`src/pkg/deadman_pkg.sv`:
```
/*
  Shared constants for the instruction-fetch deadman supervisor:
  register offsets, field positions, key patterns, reset values and
  the bus answer codes. Assumes AXI4-Lite with 32-bit data and a
  12-bit byte address window for the register file.
*/
package deadman_pkg;
  // Bus and register widths
  localparam int unsigned ADDR_W = 12;
  localparam int unsigned DATA_W = 32;
  localparam int unsigned STRB_W = 4;
  localparam int unsigned REG_W = 16;
  localparam int unsigned KEY_W = 8;
  localparam int unsigned CNT_W = 32;

  // Register byte offsets, one aligned word each
  localparam logic [11:0] OFF_CONTROL = 12'h000;
  localparam logic [11:0] OFF_PRECLEAR = 12'h004;
  localparam logic [11:0] OFF_CLEAR = 12'h008;
  localparam logic [11:0] OFF_STATUS = 12'h00c;
  localparam logic [11:0] OFF_COUNT_LOW = 12'h010;
  localparam logic [11:0] OFF_COUNT_HIGH = 12'h014;
  localparam logic [11:0] OFF_CFG_COUNT_LOW = 12'h018;
  localparam logic [11:0] OFF_CFG_COUNT_HIGH = 12'h01c;
  localparam logic [11:0] OFF_CFG_INTV_LOW = 12'h020;
  localparam logic [11:0] OFF_CFG_INTV_HIGH = 12'h024;
  localparam logic [11:0] OFF_HOLD = 12'h028;

  // Field positions
  localparam int unsigned CTRL_ON_BIT = 15;
  localparam int unsigned PRECLEAR_KEY_LSB = 8;
  localparam int unsigned CLEAR_KEY_LSB = 0;
  localparam int unsigned STAT_PRE_ERR_BIT = 7;
  localparam int unsigned STAT_CLR_ERR_BIT = 6;
  localparam int unsigned STAT_EVENT_BIT = 5;
  localparam int unsigned STAT_WIN_BIT = 0;
  localparam int unsigned LANE_LO = 0;
  localparam int unsigned LANE_HI = 1;

  // Key patterns
  localparam logic [7:0] PRECLEAR_KEY_VALUE = 8'h40;
  localparam logic [7:0] CLEAR_KEY_VALUE = 8'h08;

  // Reset values and the count step
  localparam logic [15:0] REG_RESET = 16'h0000;
  localparam logic [7:0] KEY_RESET = 8'h00;
  localparam logic [31:0] COUNT_RESET = 32'h0000_0000;
  localparam logic [31:0] COUNT_STEP = 32'h0000_0001;

  // Bus answer codes
  localparam logic [1:0] RESP_OKAY = 2'b00;
  localparam logic [1:0] RESP_SLVERR = 2'b10;

  // Read channel states of the bus slave
  typedef enum logic [1:0] {
    RD_IDLE = 2'b00,
    RD_ACCEPT = 2'b01,
    RD_RESP = 2'b10
  } rd_state_t;
endpackage

```
`src/verilog/fetch_counter.sv`:
```
/*
  Holds the 32-bit fetch count and compares it with the match value.
  Assumes the caller gates the advance and never advances past match.
*/
module fetch_counter (
  input wire logic ref_clk_i,
  input wire logic rst_n_i,
  input wire logic advance_i,
  input wire logic restart_i,
  input wire logic [31:0] match_i,
  output logic [31:0] count_o,
  output logic expired_o
);
  // Count register; a restart beats an advance in the same cycle
  always_ff @(posedge ref_clk_i or negedge rst_n_i) begin
    if (!rst_n_i) begin
      count_o <= deadman_pkg::COUNT_RESET;
    end else if (restart_i) begin
      count_o <= deadman_pkg::COUNT_RESET;
    end else if (advance_i) begin
      count_o <= count_o + deadman_pkg::COUNT_STEP;
    end
  end

  // Match seen straight from the count
  assign expired_o = (count_o == match_i);
endmodule

```
`src/verilog/axil_reg_slave.sv`:
```
/*
  AXI4-Lite slave front end. Turns bus transfers into one-cycle
  register read and write strobes. Assumes one write and one read at
  most under way, and that rd_data_i and the error flags are decoded
  combinationally from the presented address.
*/
module axil_reg_slave (
  input wire logic ref_clk_i,
  input wire logic rst_n_i,
  input wire logic [11:0] s_axi_awaddr_i,
  input wire logic s_axi_awvalid_i,
  output logic s_axi_awready_o,
  input wire logic [31:0] s_axi_wdata_i,
  input wire logic [3:0] s_axi_wstrb_i,
  input wire logic s_axi_wvalid_i,
  output logic s_axi_wready_o,
  output logic [1:0] s_axi_bresp_o,
  output logic s_axi_bvalid_o,
  input wire logic s_axi_bready_i,
  input wire logic [11:0] s_axi_araddr_i,
  input wire logic s_axi_arvalid_i,
  output logic s_axi_arready_o,
  output logic [31:0] s_axi_rdata_o,
  output logic [1:0] s_axi_rresp_o,
  output logic s_axi_rvalid_o,
  input wire logic s_axi_rready_i,
  output logic wr_en_o,
  output logic [11:0] wr_addr_o,
  output logic [31:0] wr_data_o,
  output logic [3:0] wr_strb_o,
  input wire logic wr_err_i,
  output logic rd_en_o,
  input wire logic [31:0] rd_data_i,
  input wire logic rd_err_i
);
  deadman_pkg::rd_state_t rd_state_r; // Read channel state
  logic aw_got_r; // Write address held
  logic w_got_r; // Write data held

  // Write fires once both halves are in and no answer is pending
  assign wr_en_o = aw_got_r && w_got_r && !s_axi_bvalid_o;
  // Read decode happens while arready is up, address still stable
  assign rd_en_o = (rd_state_r == deadman_pkg::RD_ACCEPT);

  // Write address channel; taken independently of data
  always_ff @(posedge ref_clk_i or negedge rst_n_i) begin
    if (!rst_n_i) begin
      s_axi_awready_o <= 1'b0;
      aw_got_r <= 1'b0;
      wr_addr_o <= 12'h000;
    end else if (s_axi_awvalid_i && s_axi_awready_o) begin
      s_axi_awready_o <= 1'b0;
      aw_got_r <= 1'b1;
      wr_addr_o <= s_axi_awaddr_i;
    end else if (wr_en_o) begin
      aw_got_r <= 1'b0;
    end else if (s_axi_awvalid_i && !aw_got_r) begin
      s_axi_awready_o <= 1'b1;
    end
  end

  // Write data channel; mirrors the address side
  always_ff @(posedge ref_clk_i or negedge rst_n_i) begin
    if (!rst_n_i) begin
      s_axi_wready_o <= 1'b0;
      w_got_r <= 1'b0;
      wr_data_o <= 32'h0000_0000;
      wr_strb_o <= 4'h0;
    end else if (s_axi_wvalid_i && s_axi_wready_o) begin
      s_axi_wready_o <= 1'b0;
      w_got_r <= 1'b1;
      wr_data_o <= s_axi_wdata_i;
      wr_strb_o <= s_axi_wstrb_i;
    end else if (wr_en_o) begin
      w_got_r <= 1'b0;
    end else if (s_axi_wvalid_i && !w_got_r) begin
      s_axi_wready_o <= 1'b1;
    end
  end

  // Write response follows the strobe by one edge
  always_ff @(posedge ref_clk_i or negedge rst_n_i) begin
    if (!rst_n_i) begin
      s_axi_bvalid_o <= 1'b0;
      s_axi_bresp_o <= deadman_pkg::RESP_OKAY;
    end else if (wr_en_o) begin
      s_axi_bvalid_o <= 1'b1;
      s_axi_bresp_o <= wr_err_i ? deadman_pkg::RESP_SLVERR
                                : deadman_pkg::RESP_OKAY;
    end else if (s_axi_bready_i) begin
      s_axi_bvalid_o <= 1'b0;
    end
  end

  // Read channel: idle, accept with data capture, then answer
  always_ff @(posedge ref_clk_i or negedge rst_n_i) begin
    if (!rst_n_i) begin
      rd_state_r <= deadman_pkg::RD_IDLE;
      s_axi_arready_o <= 1'b0;
      s_axi_rvalid_o <= 1'b0;
      s_axi_rdata_o <= 32'h0000_0000;
      s_axi_rresp_o <= deadman_pkg::RESP_OKAY;
    end else begin
      unique case (rd_state_r)
        deadman_pkg::RD_IDLE: begin
          if (s_axi_arvalid_i) begin
            s_axi_arready_o <= 1'b1;
            rd_state_r <= deadman_pkg::RD_ACCEPT;
          end
        end
        deadman_pkg::RD_ACCEPT: begin
          s_axi_arready_o <= 1'b0;
          s_axi_rvalid_o <= 1'b1;
          s_axi_rdata_o <= rd_data_i;
          s_axi_rresp_o <= rd_err_i ? deadman_pkg::RESP_SLVERR
                                    : deadman_pkg::RESP_OKAY;
          rd_state_r <= deadman_pkg::RD_RESP;
        end
        deadman_pkg::RD_RESP: begin
          if (s_axi_rready_i) begin
            s_axi_rvalid_o <= 1'b0;
            rd_state_r <= deadman_pkg::RD_IDLE;
          end
        end
        default: begin
          rd_state_r <= deadman_pkg::RD_IDLE;
        end
      endcase
    end
  end
endmodule

```
`src/verilog/deadman_supervisor.sv`:
```
/*
  Instruction-fetch deadman supervisor with its register file.
  Counts fetches, raises an interrupt on match or on a bad key, and is
  kept alive by a two-step key sequence. Assumes fetch_i pulses once
  per fetch synchronous to ref_clk_i and fuse words are static.
*/
module deadman_supervisor (
  input wire logic ref_clk_i,
  input wire logic rst_n_i,
  // AXI4-Lite register port
  input wire logic [11:0] s_axi_awaddr_i,
  input wire logic s_axi_awvalid_i,
  output logic s_axi_awready_o,
  input wire logic [31:0] s_axi_wdata_i,
  input wire logic [3:0] s_axi_wstrb_i,
  input wire logic s_axi_wvalid_i,
  output logic s_axi_wready_o,
  output logic [1:0] s_axi_bresp_o,
  output logic s_axi_bvalid_o,
  input wire logic s_axi_bready_i,
  input wire logic [11:0] s_axi_araddr_i,
  input wire logic s_axi_arvalid_i,
  output logic s_axi_arready_o,
  output logic [31:0] s_axi_rdata_o,
  output logic [1:0] s_axi_rresp_o,
  output logic s_axi_rvalid_o,
  input wire logic s_axi_rready_i,
  // Processor side
  input wire logic fetch_i,
  input wire logic sleep_i,
  // Fuse configuration
  input wire logic fuse_enable_i,
  input wire logic fuse_disable_setting_i,
  input wire logic [15:0] fuse_match_low_i,
  input wire logic [15:0] fuse_match_high_i,
  input wire logic [15:0] fuse_interval_low_i,
  input wire logic [15:0] fuse_interval_high_i,
  // Interrupt to the processor
  output logic irq_o
);
  // Widen a 16-bit register to a bus word, upper bits zero
  function automatic logic [31:0] widen(input logic [15:0] v);
    widen = {{(deadman_pkg::DATA_W - deadman_pkg::REG_W){1'b0}}, v};
  endfunction

  // Register strobes from the bus front end
  logic wr_en; // One-cycle write strobe
  logic [11:0] wr_addr; // Write byte address
  logic [31:0] wr_data; // Write data word
  logic [3:0] wr_strb; // Write byte enables
  logic wr_err; // Write to unmapped address
  logic rd_en; // One-cycle read strobe
  logic [31:0] rd_data; // Decoded read word
  logic rd_err; // Read of unmapped address

  // Block state
  logic on_r; // Software enable bit
  logic [7:0] preclear_key_field_r; // Step-one key store
  logic [7:0] clear_key_field_r; // Step-two key store
  logic preclear_key_error_r; // Bad step-one key seen
  logic clear_key_error_r; // Bad step-two key seen
  logic supervisor_event_flag_r; // Expiry or bad key seen
  logic [15:0] upper_count_hold_r; // Upper count at last read
  logic irq_r; // Registered interrupt

  // Derived signals
  logic [31:0] configured_match_value; // Fuse match word
  logic [31:0] configured_interval_value; // Fuse window word
  logic [31:0] count; // Live fetch count
  logic expired; // Count reached match
  logic active; // Timer enabled
  logic advance; // Count one fetch
  logic clear_window_open; // Count reached interval; status bit only, clears are not gated
  logic pre_wr; // Preclear key lane written
  logic clr_wr; // Clear key lane written
  logic pre_good; // Step-one key correct
  logic clr_good; // Step-two key correct, in order
  logic restart; // Timer reset event
  logic bad_key; // Any wrong key this cycle

  // Match and window values come straight from the fuse halves
  assign configured_match_value = {fuse_match_high_i,
                                   fuse_match_low_i};
  assign configured_interval_value = {fuse_interval_high_i,
                                      fuse_interval_low_i};

  // Fuse enable always wins; the soft bit only matters if permitted
  assign active = fuse_enable_i ||
                  (!fuse_disable_setting_i && on_r);

  // No fetches in sleep, and the count stops at match
  assign advance = active && fetch_i && !sleep_i
                   && !expired;

  // Window opens once the count reaches the configured interval
  assign clear_window_open = active &&
                             (count >= configured_interval_value);

  // Key lanes: step one sits in the upper byte, step two in the lower
  assign pre_wr = wr_en && (wr_addr == deadman_pkg::OFF_PRECLEAR) &&
                  wr_strb[deadman_pkg::LANE_HI];
  assign clr_wr = wr_en && (wr_addr == deadman_pkg::OFF_CLEAR) &&
                  wr_strb[deadman_pkg::LANE_LO];

  // Step-one key check
  assign pre_good = (wr_data[deadman_pkg::PRECLEAR_KEY_LSB +: 8] ==
                     deadman_pkg::PRECLEAR_KEY_VALUE);

  // Step-two key is only right after an armed step one
  assign clr_good = (wr_data[deadman_pkg::CLEAR_KEY_LSB +: 8] ==
                     deadman_pkg::CLEAR_KEY_VALUE) &&
                    (preclear_key_field_r ==
                     deadman_pkg::PRECLEAR_KEY_VALUE);

  // A good clear is the timer reset event
  assign restart = clr_wr && clr_good;

  // Either wrong key raises the event
  assign bad_key = (pre_wr && !pre_good) || (clr_wr && !clr_good);

  // Bus front end
  axil_reg_slave u_bus (
    .ref_clk_i(ref_clk_i),
    .rst_n_i(rst_n_i),
    .s_axi_awaddr_i(s_axi_awaddr_i),
    .s_axi_awvalid_i(s_axi_awvalid_i),
    .s_axi_awready_o(s_axi_awready_o),
    .s_axi_wdata_i(s_axi_wdata_i),
    .s_axi_wstrb_i(s_axi_wstrb_i),
    .s_axi_wvalid_i(s_axi_wvalid_i),
    .s_axi_wready_o(s_axi_wready_o),
    .s_axi_bresp_o(s_axi_bresp_o),
    .s_axi_bvalid_o(s_axi_bvalid_o),
    .s_axi_bready_i(s_axi_bready_i),
    .s_axi_araddr_i(s_axi_araddr_i),
    .s_axi_arvalid_i(s_axi_arvalid_i),
    .s_axi_arready_o(s_axi_arready_o),
    .s_axi_rdata_o(s_axi_rdata_o),
    .s_axi_rresp_o(s_axi_rresp_o),
    .s_axi_rvalid_o(s_axi_rvalid_o),
    .s_axi_rready_i(s_axi_rready_i),
    .wr_en_o(wr_en),
    .wr_addr_o(wr_addr),
    .wr_data_o(wr_data),
    .wr_strb_o(wr_strb),
    .wr_err_i(wr_err),
    .rd_en_o(rd_en),
    .rd_data_i(rd_data),
    .rd_err_i(rd_err)
  );

  // Fetch counter and match compare
  fetch_counter u_count (
    .ref_clk_i(ref_clk_i),
    .rst_n_i(rst_n_i),
    .advance_i(advance),
    .restart_i(restart),
    .match_i(configured_match_value),
    .count_o(count),
    .expired_o(expired)
  );

  // Software enable bit, upper byte lane
  always_ff @(posedge ref_clk_i or negedge rst_n_i) begin
    if (!rst_n_i) begin
      on_r <= 1'b0;
    end else if (wr_en && (wr_addr == deadman_pkg::OFF_CONTROL) &&
                 wr_strb[deadman_pkg::LANE_HI]) begin
      on_r <= wr_data[deadman_pkg::CTRL_ON_BIT];
    end
  end

  // Step-one store: a good clear wipes it, else any write lands
  always_ff @(posedge ref_clk_i or negedge rst_n_i) begin
    if (!rst_n_i) begin
      preclear_key_field_r <= deadman_pkg::KEY_RESET;
    end else if (restart) begin
      preclear_key_field_r <= deadman_pkg::KEY_RESET;
    end else if (pre_wr) begin
      preclear_key_field_r <=
        wr_data[deadman_pkg::PRECLEAR_KEY_LSB +: 8];
    end
  end

  // Step-two store: wrong values are kept for software to see
  always_ff @(posedge ref_clk_i or negedge rst_n_i) begin
    if (!rst_n_i) begin
      clear_key_field_r <= deadman_pkg::KEY_RESET;
    end else if (restart) begin
      clear_key_field_r <= deadman_pkg::KEY_RESET;
    end else if (clr_wr) begin
      clear_key_field_r <=
        wr_data[deadman_pkg::CLEAR_KEY_LSB +: 8];
    end
  end

  // Step-one error; set and clear cannot meet, both need bus writes
  always_ff @(posedge ref_clk_i or negedge rst_n_i) begin
    if (!rst_n_i) begin
      preclear_key_error_r <= 1'b0;
    end else if (pre_wr && !pre_good) begin
      preclear_key_error_r <= 1'b1;
    end else if (restart) begin
      preclear_key_error_r <= 1'b0;
    end
  end

  // Step-two error; only hardware clears it, on a good sequence
  always_ff @(posedge ref_clk_i or negedge rst_n_i) begin
    if (!rst_n_i) begin
      clear_key_error_r <= 1'b0;
    end else if (clr_wr && !clr_good) begin
      clear_key_error_r <= 1'b1;
    end else if (restart) begin
      clear_key_error_r <= 1'b0;
    end
  end

  // Event flag; an expiry still held at match or a bad key wins over the clear
  always_ff @(posedge ref_clk_i or negedge rst_n_i) begin
    if (!rst_n_i) begin
      supervisor_event_flag_r <= 1'b0;
    end else if ((active && expired) || bad_key) begin
      supervisor_event_flag_r <= 1'b1;
    end else if (restart) begin
      supervisor_event_flag_r <= 1'b0;
    end
  end

  // Interrupt follows the event flag, one flop from the output
  always_ff @(posedge ref_clk_i or negedge rst_n_i) begin
    if (!rst_n_i) begin
      irq_r <= 1'b0;
    end else begin
      irq_r <= supervisor_event_flag_r;
    end
  end
  assign irq_o = irq_r;

  // Hold register snapshots the upper half on count reads
  always_ff @(posedge ref_clk_i or negedge rst_n_i) begin
    if (!rst_n_i) begin
      upper_count_hold_r <= deadman_pkg::REG_RESET;
    end else if (rd_en && ((s_axi_araddr_i ==
                            deadman_pkg::OFF_COUNT_LOW) ||
                           (s_axi_araddr_i ==
                            deadman_pkg::OFF_COUNT_HIGH))) begin
      upper_count_hold_r <= count[31:16];
    end
  end

  // Write decode; count and mirror registers ignore writes
  always_comb begin
    unique case (wr_addr)
      deadman_pkg::OFF_CONTROL,
      deadman_pkg::OFF_PRECLEAR,
      deadman_pkg::OFF_CLEAR,
      deadman_pkg::OFF_STATUS,
      deadman_pkg::OFF_COUNT_LOW,
      deadman_pkg::OFF_COUNT_HIGH,
      deadman_pkg::OFF_CFG_COUNT_LOW,
      deadman_pkg::OFF_CFG_COUNT_HIGH,
      deadman_pkg::OFF_CFG_INTV_LOW,
      deadman_pkg::OFF_CFG_INTV_HIGH,
      deadman_pkg::OFF_HOLD: wr_err = 1'b0;
      default: wr_err = 1'b1; // Unmapped
    endcase
  end

  // Read decode; unused bits read as zero
  always_comb begin
    rd_data = 32'h0000_0000;
    rd_err = 1'b0;
    unique case (s_axi_araddr_i)
      deadman_pkg::OFF_CONTROL: begin
        rd_data[deadman_pkg::CTRL_ON_BIT] = on_r;
      end
      deadman_pkg::OFF_PRECLEAR: begin
        rd_data[deadman_pkg::PRECLEAR_KEY_LSB +: 8] =
          preclear_key_field_r;
      end
      deadman_pkg::OFF_CLEAR: begin
        rd_data[deadman_pkg::CLEAR_KEY_LSB +: 8] = clear_key_field_r;
      end
      deadman_pkg::OFF_STATUS: begin
        rd_data[deadman_pkg::STAT_PRE_ERR_BIT] =
          preclear_key_error_r;
        rd_data[deadman_pkg::STAT_CLR_ERR_BIT] =
          clear_key_error_r;
        rd_data[deadman_pkg::STAT_EVENT_BIT] =
          supervisor_event_flag_r;
        rd_data[deadman_pkg::STAT_WIN_BIT] =
          clear_window_open;
      end
      deadman_pkg::OFF_COUNT_LOW: begin
        rd_data = widen(count[15:0]);
      end
      deadman_pkg::OFF_COUNT_HIGH: begin
        rd_data = widen(count[31:16]);
      end
      deadman_pkg::OFF_CFG_COUNT_LOW: begin
        rd_data = widen(fuse_match_low_i);
      end
      deadman_pkg::OFF_CFG_COUNT_HIGH: begin
        rd_data = widen(fuse_match_high_i);
      end
      deadman_pkg::OFF_CFG_INTV_LOW: begin
        rd_data = widen(fuse_interval_low_i);
      end
      deadman_pkg::OFF_CFG_INTV_HIGH: begin
        rd_data = widen(fuse_interval_high_i);
      end
      deadman_pkg::OFF_HOLD: begin
        rd_data = widen(upper_count_hold_r);
      end
      default: begin
        rd_err = 1'b1; // Unmapped reads zero with an error
      end
    endcase
  end
endmodule

```
`config.mk`:
```
export PLATFORM = sky130hd
export DESIGN_NAME = deadman_supervisor
export DESIGN_NICKNAME = d
export VERILOG_FILES = /design/src/pkg/deadman_pkg.sv /design/src/verilog/fetch_counter.sv /design/src/verilog/axil_reg_slave.sv /design/src/verilog/deadman_supervisor.sv
export SDC_FILE = /design/constraint.sdc
export NUM_CORES = 1
export LEC_CHECK = 0
export CAP_MARGIN = 20
export CORE_MARGIN = 8
export CORE_UTILIZATION = 40
export DETAILED_ROUTE_END_ITERATION = 8
export DONT_BUFFER_PORTS = 1
export PLACE_DENSITY = 0.61
export SYNTH_ARGS = -nofsm -noshare
export SYNTH_HDL_FRONTEND = slang
export SYNTH_SLANG_ARGS = --single-unit
```
`constraint.sdc`:
```
create_clock -name ref_clk_i -period 5.75 [get_ports ref_clk_i]
set_input_delay 0.2875 -clock ref_clk_i [delete_from_list [all_inputs] [get_ports ref_clk_i]]
set_output_delay 0.2875 -clock ref_clk_i [all_outputs]
set_load 0.005 [all_outputs]
```
==> results.ini, run 1 <==
[logic_synthesis]
async_flop_share_pct=100.0
synth.most_common_cell=dfrtp_1
synth_adder_area_share_pct=5.247
synth-simple-area-share_pct=16.25
synth_area_mm2=0.007869
netlist_instances=806
yosys-top-cells-area=dfrtp_1 40%, mux2_2 8.6%, ha_1 5.2%
synth_common_cells=126 x dfrtp_1, 64 x nand2_1, 60 x mux2_2
synth-seq-cells=126
avgSynthCellArea_um2=9.763
synth_xor_area_share_pct=4.675
synthFlopType=dfrtp_1
synth_edf_count=0
synth-seq-area-share_pct=40.07
yosys.area.top_type_share_pct=40.07
yosysTopAreaCell=dfrtp_1
synth_top_family_by_area=simple AND/OR/NAND/NOR gates
synth_compound_area_share_pct=14.80
yosysUniqueCellTypes=72
synth_mux_area_share_pct=12.66
synth-warning-count=0

[worst_setup_path]
reg2regPathDepth=6
r2r_end=u_count.count_o[1]
worst-setup-path-type=reg -> reg
path_max_fanout=12
crit_start=u_count.count_o[20]
cp_cell_sequence=xor2_1 -> nor4_1 -> nand4_1 -> o21ai_1 -> mux2i_1 -> nor2_1
cp_slowest_stage_delay_ps=780
cp-endpoint=u_count.count_o[1]
cp_data_arrival_time_ps=3200
worstPathRequired_ps=6050
reg2reg_from=u_count.count_o[20]
reg2reg_slack_ps=2850
slowest_stage=o21ai_1
critPathCaptureType=flip-flop
crit_path_start_kind=flip-flop
critPathBufInv=0
critPathTopFamily=simple AND/OR/NAND/NOR gates
critical_path_cell_count=6

[die]
die-area_mm2=0.02442
num_rows=51
coreArea_mm2=0.01940
start_util_pct=40.56
die_h_um=156.3
ios=177
floorplan.die.width_um=156.3

[global_routing]
gr-usage-all-layers_pct=20.90
grt_pass1_vias=6418
antenna_found_initial=2
grt_start_max_net_pins=127
grt_first_pass_wirelength_mm=38.37
overflow=0

[timing]
setup_viol=0
fmax_ghz=0.3447
slew_violations=0
timing.final.hold_violations=0
finalCriticalPeriod_ps=2901
period_share_pct=50.46
layout_setup_ws_ps=2849
rsz0062_at_grt=no
fin_tns_setup_ps=0
tightest_slew_ps=997.8
slew_headroom_pct=32.87
fin_skew_ps=12.31

[power_and_ir_drop]
powerDensity_mw_per_mm2=317.5
max-vdd-ir-drop_v=0.0002764
p_leak_nw=3.991

[route]
drt_pass1_iterations=5
drt_wl_total_mm=25.34
viasPerCell=5.916
drcViolationCount=0
final_antenna_net_count=0
vias=6502
wl_per_cell_um=23.05
drt_first_iter_violations=535

[clocking]
path_clk_slew_ps=70
cts_buffers=17
cts_tree=done
h-tree-depth=4
cts.sinks=126
clock_path_buffers=2
ctsRootBufferMaster=clkbuf_16
cts_setup_buffers=0
insertion_delay_ps=430

[min_path]
hold_path_class=in -> reg

[place]
portBuffers=0
place_area_mm2=0.007973
place.gp.congestion=0.8999
hpwlAfterDp_mm=19.46
pre_cts_slack_ps=2696

[cells_and_area]
nets=988
final_area_mm2=0.008895
drive_gt1_share_pct=13.21
area_growth_pct=13.04
fillCellCount=1892

[flow_run]
cap_viol_max_count=0

[run_status]
status=completed

==> power breakdown <==
| group | switching [mW] | internal [mW] |
|---|---|---|
| sequential | 0.172 | 1.05 |
| combinational | 0.223 | 0.241 |
| clock | 0.472 | 0.664 |
==> worst min path at each step <==
stage / start / endpoint / slack, ps / cells past startpoint
after floorplan: rst_n_i / clear_key_error_r / -8 / 0
after global placement: rst_n_i / u_bus.s_axi_rdata_o[1] / -0.8 / 0
after detailed placement: rst_n_i / u_bus.s_axi_rdata_o[2] / -1 / 0
after CTS: s_axi_wdata_i[14] / u_bus.wr_data_o[14] / 0.8 / 1
after global routing: s_axi_awaddr_i[10] / u_bus.wr_addr_o[10] / 0.2 / 1
final: s_axi_awaddr_i[11] / u_bus.wr_addr_o[11] / 6 / 1
==> cells by family (layout without fill, tap and decap cells) <==
logic type / Yosys count / after routing
adder cells (fa/ha/maj): 33 / 33
XOR/XNOR: 42 / 42
other: 1 / 19
flip-flops: 126 / 126
AND/OR/NAND/NOR: 241 / 241
buffers and inverters: 99 / 109
AO/OA/AOI/OAI: 172 / 172
multiplexers: 92 / 92
==> repair_timing <==
item                      CTS  global route
resized for setup           0             0
hold endpoints to repair  146             6
hold buffers               22             6
==> metrics by stage <==
step           power (mW)  utilization, %  cells  hold WS (ps)
2_1_floorplan       1.553               -    823        -8.091
3_3_place_gp        1.645           41.10   1037       -0.8234
3_5_place_dp        1.665           41.10   1037        -1.128
4_1_cts             2.833           45.49   1091        0.7655
5_1_grt             2.967           45.85   1099        0.1777
6_report            2.824           45.85   1099         6.486
==> flip-flops by register name, indices dropped and copies added, names as in the netlist, 2 cells and up <==
register / flops
u_bus.wr_strb_o: 2
upper_count_hold_r: 16
clear_key_field_r: 8
u_count.count_o: 32
u_bus.rd_state_r: 2
u_bus.wr_addr_o: 12
u_bus.s_axi_rdata_o: 16
u_bus.wr_data_o: 16
preclear_key_field_r: 8
==> area by class of cell <==
| type | instances | area [um^2] | area share (%) |
|---|---|---|---|
| Timing Repair Buffer | 33 | 335.3 | 3.770 |
| Tap cell | 265 | 331.6 | 3.728 |
| Sequential cell | 126 | 3153 | 35.45 |
| Antenna cell | 1 | 2.502 | 0.02813 |
| Clock buffer | 17 | 425.4 | 4.783 |
| Multi-Input combinational cell | 598 | 4293 | 48.26 |
| Inverter | 44 | 165.2 | 1.857 |
| Clock inverter | 15 | 188.9 | 2.124 |
==> worst register-to-register path, stage by stage, from the launching register on <==
cell,delay [ps]
dfrtp_1,560
xor2_1,250
nor4_1,480
nand4_1,390
o21ai_1,780
mux2i_1,260
nor2_1,50
==> routing by layer <==
layer / share of wire, % / global-route usage [%]
met1: 41 / 26.95
met4: 2.7 / 8.101
met3: 12 / 7.446
met2: 45 / 31.44
met5: 0.051 / 0
==> cells in the final DEF (no fill, tap or decap), types with 7 or more instances in the layout <==
master / instances
a211oi_1: 8
a21oi_1: 42
a221oi_1: 10
a22oi_1: 7
clkbuf_16: 17
conb_1: 18
dfrtp_1: 126
dlygate4sd3_1: 27
ha_1: 33
inv_1: 44
mux2_2: 60
mux2i_1: 32
nand2_1: 64
nand2b_1: 7
nand3_1: 19
nand4_1: 18
nor2_1: 52
nor3_1: 9
nor4_1: 18
o21ai_0: 33
o22ai_1: 7
xnor2_1: 8
xor2_1: 34
Note: power is estimated with default switching activity, not from simulation.
==> run 2, diff against run 1 <==
==> constraint.sdc (replaced) <==
create_clock -name ref_clk_i -period 2.99 [get_ports ref_clk_i]
set_input_delay 0.1495 -clock ref_clk_i [delete_from_list [all_inputs] [get_ports ref_clk_i]]
set_output_delay 0.1495 -clock ref_clk_i [all_outputs]
set_load 0.005 [all_outputs]
==> run 2 against run 1 <==
The flow now finishes with violations (hold timing). Wire length increased by 3.6%. Critical path depth unchanged. First-iteration DRC count increased by 16%. Combinational power increased by 96%. Setup slack got worse by 2300 ps. Largest cell class unchanged. Sequential share of layout area decreased by 0.96 points. Fmax increased by 19%.
==> results.ini, run 2 (same netlist as run 1, synthesis figures left out) <==
[die]
die_h_um=156.3  ; unchanged
floorplan.die.width_um=156.3  ; unchanged
num_rows=51  ; unchanged
start_util_pct=40.56  ; unchanged
ios=177  ; unchanged
die-area_mm2=0.02442  ; unchanged
coreArea_mm2=0.01940  ; unchanged

[route]
drt_first_iter_violations=620  ; +16%
wl_per_cell_um=23.16  ; +0.44%
drt_wl_total_mm=26.26  ; +3.6%
final_antenna_net_count=0  ; unchanged
drt_pass1_iterations=5  ; unchanged
vias=6608  ; +1.6%
drcViolationCount=0  ; unchanged
viasPerCell=5.827  ; -1.5%

[place]
place.gp.congestion=0.9344  ; +3.8%
dp_cells=1058  ; +2.0%
hpwlAfterDp_mm=20.02  ; +2.9%
portBuffers=0  ; unchanged
pre_cts_slack_ps=542.2  ; -2154 ps

[timing]
timing.final.hold_violations=126  ; +126
finalCriticalPeriod_ps=2446  ; -455.0 ps
fmax_ghz=0.4088  ; +19%
fin_tns_setup_ps=0  ; unchanged
tightest_slew_ps=889.2  ; -108.6 ps
rsz0062_at_grt=no
period_share_pct=81.82  ; +31 points
layout_setup_ws_ps=543.6  ; -2305 ps
slew_violations=0  ; unchanged
setup_viol=0  ; unchanged
slew_headroom_pct=40.72  ; +7.9 points
whs_ps=-583.9  ; -590.4 ps
fin_skew_ps=9.902  ; -2.407 ps

[global_routing]
grt_start_max_net_pins=127  ; unchanged
overflow=0  ; unchanged
grt_first_pass_wirelength_mm=39.64  ; +3.3%
antenna_found_initial=1  ; -1
gr-usage-all-layers_pct=21.65  ; +0.75 points
grt_pass1_vias=6553  ; +2.1%

[clocking]
cts_tree=done
path_clk_slew_ps=60  ; about the same
insertion_delay_ps=430  ; about the same
cts_resized=0  ; unchanged
ctsRootBufferMaster=clkbuf_16
h-tree-depth=4  ; unchanged
cts_buffers=17  ; unchanged
clock_path_buffers=2  ; unchanged
cts.sinks=126  ; unchanged
cts_hold_buffers=44  ; +100%

[power_and_ir_drop]
p_leak_nw=4.122  ; +3.3%
powerDensity_mw_per_mm2=575.8  ; +81%
power_mw=5.264  ; +86%
max-vdd-ir-drop_v=0.0005312  ; +92%

[cells_and_area]
fin_cells=1134  ; +3.2%
layout_commonest_cell=dfrtp_1
fillCellCount=1850  ; -2.2%
layout_common_cells=126 x dfrtp_1, 64 x nand2_1, 60 x mux2_2
largest_register_ffs=32  ; unchanged
drive_gt1_share_pct=14.84  ; +1.6 points
area_growth_pct=16.17
nets=1024  ; +3.6%
n_antenna_cell=0  ; -1
largest-register=u_count.count_o

[worst_setup_path]
critPathCaptureType=flip-flop
path_max_fanout=11  ; -1
crit_path_start_kind=flip-flop
cp_data_arrival_time_ps=2800  ; -400 ps
worstPathRequired_ps=3340  ; -2710 ps
worst-setup-path-type=reg -> reg

[run_status]
status=finished with violations
violations=hold timing

[min_path]
hold_path_class=in -> async

[flow_run]
cap_viol_max_count=0  ; unchanged

[run 2: changes by cell type in the layout (fill, tap and decap cells not counted), sizes merged]
| cell | before | now |
|---|---|---|
| bufinv | 2 | 0 |
| dlygate4sd3 | 27 | 44 |
| clkinvlp | 0 | 3 |
| buf | 6 | 25 |
| inv | 55 | 54 |
| diode | 1 | 0 |
[run 2: layer usage]
| layer | track usage [%] | part of all wire [%] | vias to the layer above | wire length, um |
|---|---|---|---|---|
| li1 | - | - | 3040 | - |
| met1 | 27.42 | 40 | 3204 | 10620 |
| met2 | 33.82 | 46 | 325 | 12020 |
| met3 | 6.729 | 11 | 39 | 2873 |
| met4 | 8.604 | 2.9 | 0 | 752 |
| met5 | 0 | 0 | - | 0 |
[run 2: cell type report]
cell class	count	area [um^2]	area share, %
repair buffers	69	628.1	6.871
clock inverters	15	145.1	1.588
well taps	265	331.6	3.627
clock buffers	17	425.4	4.654
flip-flops and latches	126	3153	34.49
inverters	44	165.2	1.807
multi-input cells	598	4293	46.96
[run 2: final timing paths]
| path | startpoint | to | slack [ps] | cells past startpoint |
|---|---|---|---|---|
| max | u_count.count_o[3] | u_count.count_o[30] | 540 | 6 |
| min | rst_n_i | u_bus.s_axi_rdata_o[3] | -580 | 0 |
| max reg2reg | u_count.count_o[3] | u_count.count_o[30] | 540 | 6 |
| min reg2reg | preclear_key_error_r | preclear_key_error_r | 480 | 2 |
| max in group asynchronous | rst_n_i | preclear_key_field_r[6] | 3290 | 0 |
| min in group ref_clk_i | fuse_match_high_i[9] | u_bus.s_axi_rdata_o[9] | 10 | 2 |
[run 2: repair_timing]
| item | in CTS | in global routing |
|---|---|---|
| buffers inserted | 0 | 0 |
| endpoints found under the setup margin | 0 | 0 |
| hold endpoints to repair | 170 | 126 |
[run 2: critical path, cell delays in order (launching register included)]
cell	delay [ps]
dfrtp_1	560
nand4_4	170
nor4b_4	350
nand4_1	210
a2111o_1	560
or3_1	370
a21oi_1	150
[run 2: where the power goes]
group / total, mW / switching (mW) / leakage [nW] / internal [mW]
Clock: 2.02 / 0.916 / 0.272 / 1.10
Sequential: 2.33 / 0.308 / 1.60 / 2.02
Combinational: 0.911 / 0.425 / 2.25 / 0.487
Total: 5.26 / 1.65 / 4.12 / 3.62
[run 2: metrics by stage]
stage | utilization, % | hold WS (ps) | cell area (um^2)
floorplan | - | -146.1 | 7933
global placement | 41.91 | -139.1 | 8130
detailed placement | 41.91 | -138.3 | 8130
CTS | 47.12 | -598.2 | 9141
global route | 47.12 | -603.5 | 9141
finish | 47.12 | -583.9 | 9141
==> run 3, diff against run 2 <==
--- a/config.mk
+++ b/config.mk
@@ -10,7 +10,7 @@
 export CORE_UTILIZATION = 40
 export DETAILED_ROUTE_END_ITERATION = 8
 export DONT_BUFFER_PORTS = 1
-export PLACE_DENSITY = 0.61
+export PLACE_DENSITY = 0.63
 export SYNTH_ARGS = -nofsm -noshare
 export SYNTH_HDL_FRONTEND = slang
 export SYNTH_SLANG_ARGS = --single-unit
==> constraint.sdc (replaced) <==
create_clock -name ref_clk_i -period 2.2 [get_ports ref_clk_i]
set_input_delay 0.11 -clock ref_clk_i [delete_from_list [all_inputs] [get_ports ref_clk_i]]
set_output_delay 0.11 -clock ref_clk_i [all_outputs]
set_load 0.005 [all_outputs]
==> run 3 against run 2 <==
The run still ends with hold timing left. Setup slack worse by 520 ps. Wire length rose by 4.3%. Combinational power increased by 59%. Critical path depth is 1 higher. Total power grew 45%. Core utilization up 3.8 points. Clock-buffer cell count is the same. Worst hold slack worse by 42 ps. Sequential share of layout area is 2.5 points lower. Global-route usage rose by 0.50 points. Critical path type unchanged. Critical endpoint unchanged.
==> results.ini, run 3 (same netlist as run 1, synthesis figures left out) <==
[worst_setup_path]
crit_start=u_count.count_o[18]
critPathTopFamily=simple AND/OR/NAND/NOR gates
slowest_stage=a2111o_1
reg2reg_from=u_count.count_o[18]
worst-setup-path-type=reg -> reg
crit_path_start_kind=flip-flop
cp_cell_sequence=xor2_1 -> nor4_1 -> buf_4 -> and4_2 -> a2111o_1 -> or3_4 -> a21oi_2
worstPathRequired_ps=2550  ; -790 ps
critPathCaptureType=flip-flop
critPathBufInv=1  ; +1
cp_slowest_stage_delay_ps=540  ; -20 ps
reg2reg_slack_ps=20  ; -520 ps
cp_data_arrival_time_ps=2530  ; -270 ps
reg2regPathDepth=7  ; +1
r2r_end=u_count.count_o[30]
path_max_fanout=6  ; -5

[global_routing]
grt_start_max_net_pins=127  ; unchanged
grt_first_pass_wirelength_mm=40.96  ; +3.3%
gr-usage-all-layers_pct=22.15  ; +0.50 points
overflow=0  ; unchanged
antenna_found_initial=0  ; -1
grt_pass1_vias=6882  ; +5.0%

[run_status]
status=finished with violations
violations=hold timing

[route]
drcViolationCount=0  ; unchanged
drt_first_iter_violations=667  ; +7.6%
vias=7011  ; +6.1%
drt_pass1_iterations=5  ; unchanged
drt_wl_total_mm=27.38  ; +4.3%
final_antenna_net_count=0  ; unchanged
viasPerCell=5.818  ; -0.15%
wl_per_cell_um=22.72  ; -1.9%

[die]
floorplan.die.width_um=156.3  ; unchanged
num_rows=51  ; unchanged
die_h_um=156.3  ; unchanged
die-area_mm2=0.02442  ; unchanged
ios=177  ; unchanged
coreArea_mm2=0.01940  ; unchanged
start_util_pct=40.56  ; unchanged

[timing]
period_share_pct=99.07  ; +17 points
fmax_ghz=0.4588  ; +12%
finalCriticalPeriod_ps=2179  ; -266.9 ps
tightest_slew_ps=925.6  ; +36.36 ps
slew_violations=0  ; unchanged
slew_headroom_pct=38.30  ; -2.4 points
timing.final.hold_violations=126  ; unchanged
whs_ps=-625.5  ; -41.60 ps
setup_viol=0  ; unchanged
fin_tns_setup_ps=0  ; unchanged
fin_skew_ps=5.885  ; -4.016 ps
rsz0062_at_grt=yes

[cells_and_area]
fin_cells=1205  ; +6.3%
layout_common_cells=117 x dfrtp_1, 84 x buf_4, 63 x nand2_1
drive_gt1_share_pct=22.98  ; +8.1 points
n_antenna_cell=0  ; unchanged
area_growth_pct=25.54
layout_commonest_cell=dfrtp_1
largest_register_ffs=32  ; unchanged
nets=1095  ; +6.9%
largest-register=u_count.count_o
fillCellCount=1757  ; -5.0%

[clocking]
path_clk_slew_ps=60  ; about the same
insertion_delay_ps=430  ; about the same
h-tree-depth=4  ; unchanged
cts_tree=done
clock_path_buffers=2  ; unchanged
cts_hold_buffers=53  ; +20%
cts.sinks=126  ; unchanged
ctsRootBufferMaster=clkbuf_16
cts_buffers=17  ; unchanged

[place]
hpwlAfterDp_mm=20.56  ; +2.7%
place.gp.congestion=0.8978  ; -3.9%
dp_cells=1115  ; +5.4%
portBuffers=0  ; unchanged

[power_and_ir_drop]
p_leak_nw=4.505  ; +9.3%
powerDensity_mw_per_mm2=771.2  ; +34%
max-vdd-ir-drop_v=0.0007544  ; +42%

[flow_run]
cap_viol_max_count=0  ; unchanged

[min_path]
hold_path_class=in -> async

## run 3: cell types whose count changed in the layout (fill, tap and decap cells not counted), sizes merged
cell         previous run  this run
buf                    25        86
dlygate4sd3            44        53
bufinv                  0         3
clkinvlp                3         1
inv                    54        52
a2111o                  1         2
clkinv                  2         3
## run 3: routing by layer
| layer | track usage [%] | up-vias | wire (um) |
|---|---|---|---|
| met5 | 0 | - | 0 |
| met3 | 6.233 | 66 | 2939 |
| met1 | 28.49 | 3384 | 11210 |
| met2 | 33.69 | 387 | 12050 |
| li1 | - | 3174 | - |
| met4 | 10.66 | 0 | 1177 |
## run 3: final cells by class
class                      instances  area, um^2  area share (%)
sequential                       126        3164           32.03
multi-input combinational        599        4392           44.46
clock buffer                      17       425.4           4.307
clock inverter                    15       198.9           2.014
inverter                          44       165.2           1.672
tap                              265       331.6           3.357
timing repair buffer             139        1201           12.16
## run 3: how the worst max path moves through the flow
stage                              to  slack, ps  depth (start not counted)
6_report          u_count.count_o[30]         20                          7
5_1_grt           u_count.count_o[30]        -40                          6
4_1_cts        u_bus.s_axi_rdata_o[0]          1                          7
3_5_place_dp      u_count.count_o[16]       -120                          8
3_3_place_gp      u_count.count_o[16]       -100                          8
2_1_floorplan     u_count.count_o[26]         70                          7
## run 3: power breakdown
part	switching, mW	total, mW	internal [mW]
logic	0.669	1.45	0.780
registers	0.406	3.16	2.76
clock network	1.18	3.01	1.82
total	2.26	7.62	5.36
## run 3: worst reg2reg max path: stages, from the launching register on
cell and delay, ps:
dfrtp_1 400, xor2_1 190, nor4_1 90, buf_4 140, and4_2 220, a2111o_1 540, or3_4 410, a21oi_2 120
## run 3: what timing repair did
item	CTS	global route
buffers inserted	1	3
resized for setup	8	21
cloned	1	0
endpoints found under the hold margin	175	126
endpoints found under the setup margin	6	26
pin swaps	2	13
## run 3: stage by stage
| step | setup WS (ps) | cell area, um^2 | power, mW | util (%) | hold WS, ps |
|---|---|---|---|---|---|
| after CTS | 1.110 | 9783 | 7.610 | 50.43 | -636.5 |
| after global routing | -35.84 | 9878 | 7.939 | 50.92 | -642.2 |
| after global placement | -98.22 | 8583 | 4.463 | 44.25 | -179.9 |
| after detailed placement | -122.2 | 8583 | 4.510 | 44.25 | -180.1 |
| after floorplan | 70.49 | 7933 | 4.058 | - | -185.6 |
| final | 20.53 | 9878 | 7.618 | 50.92 | -625.5 |
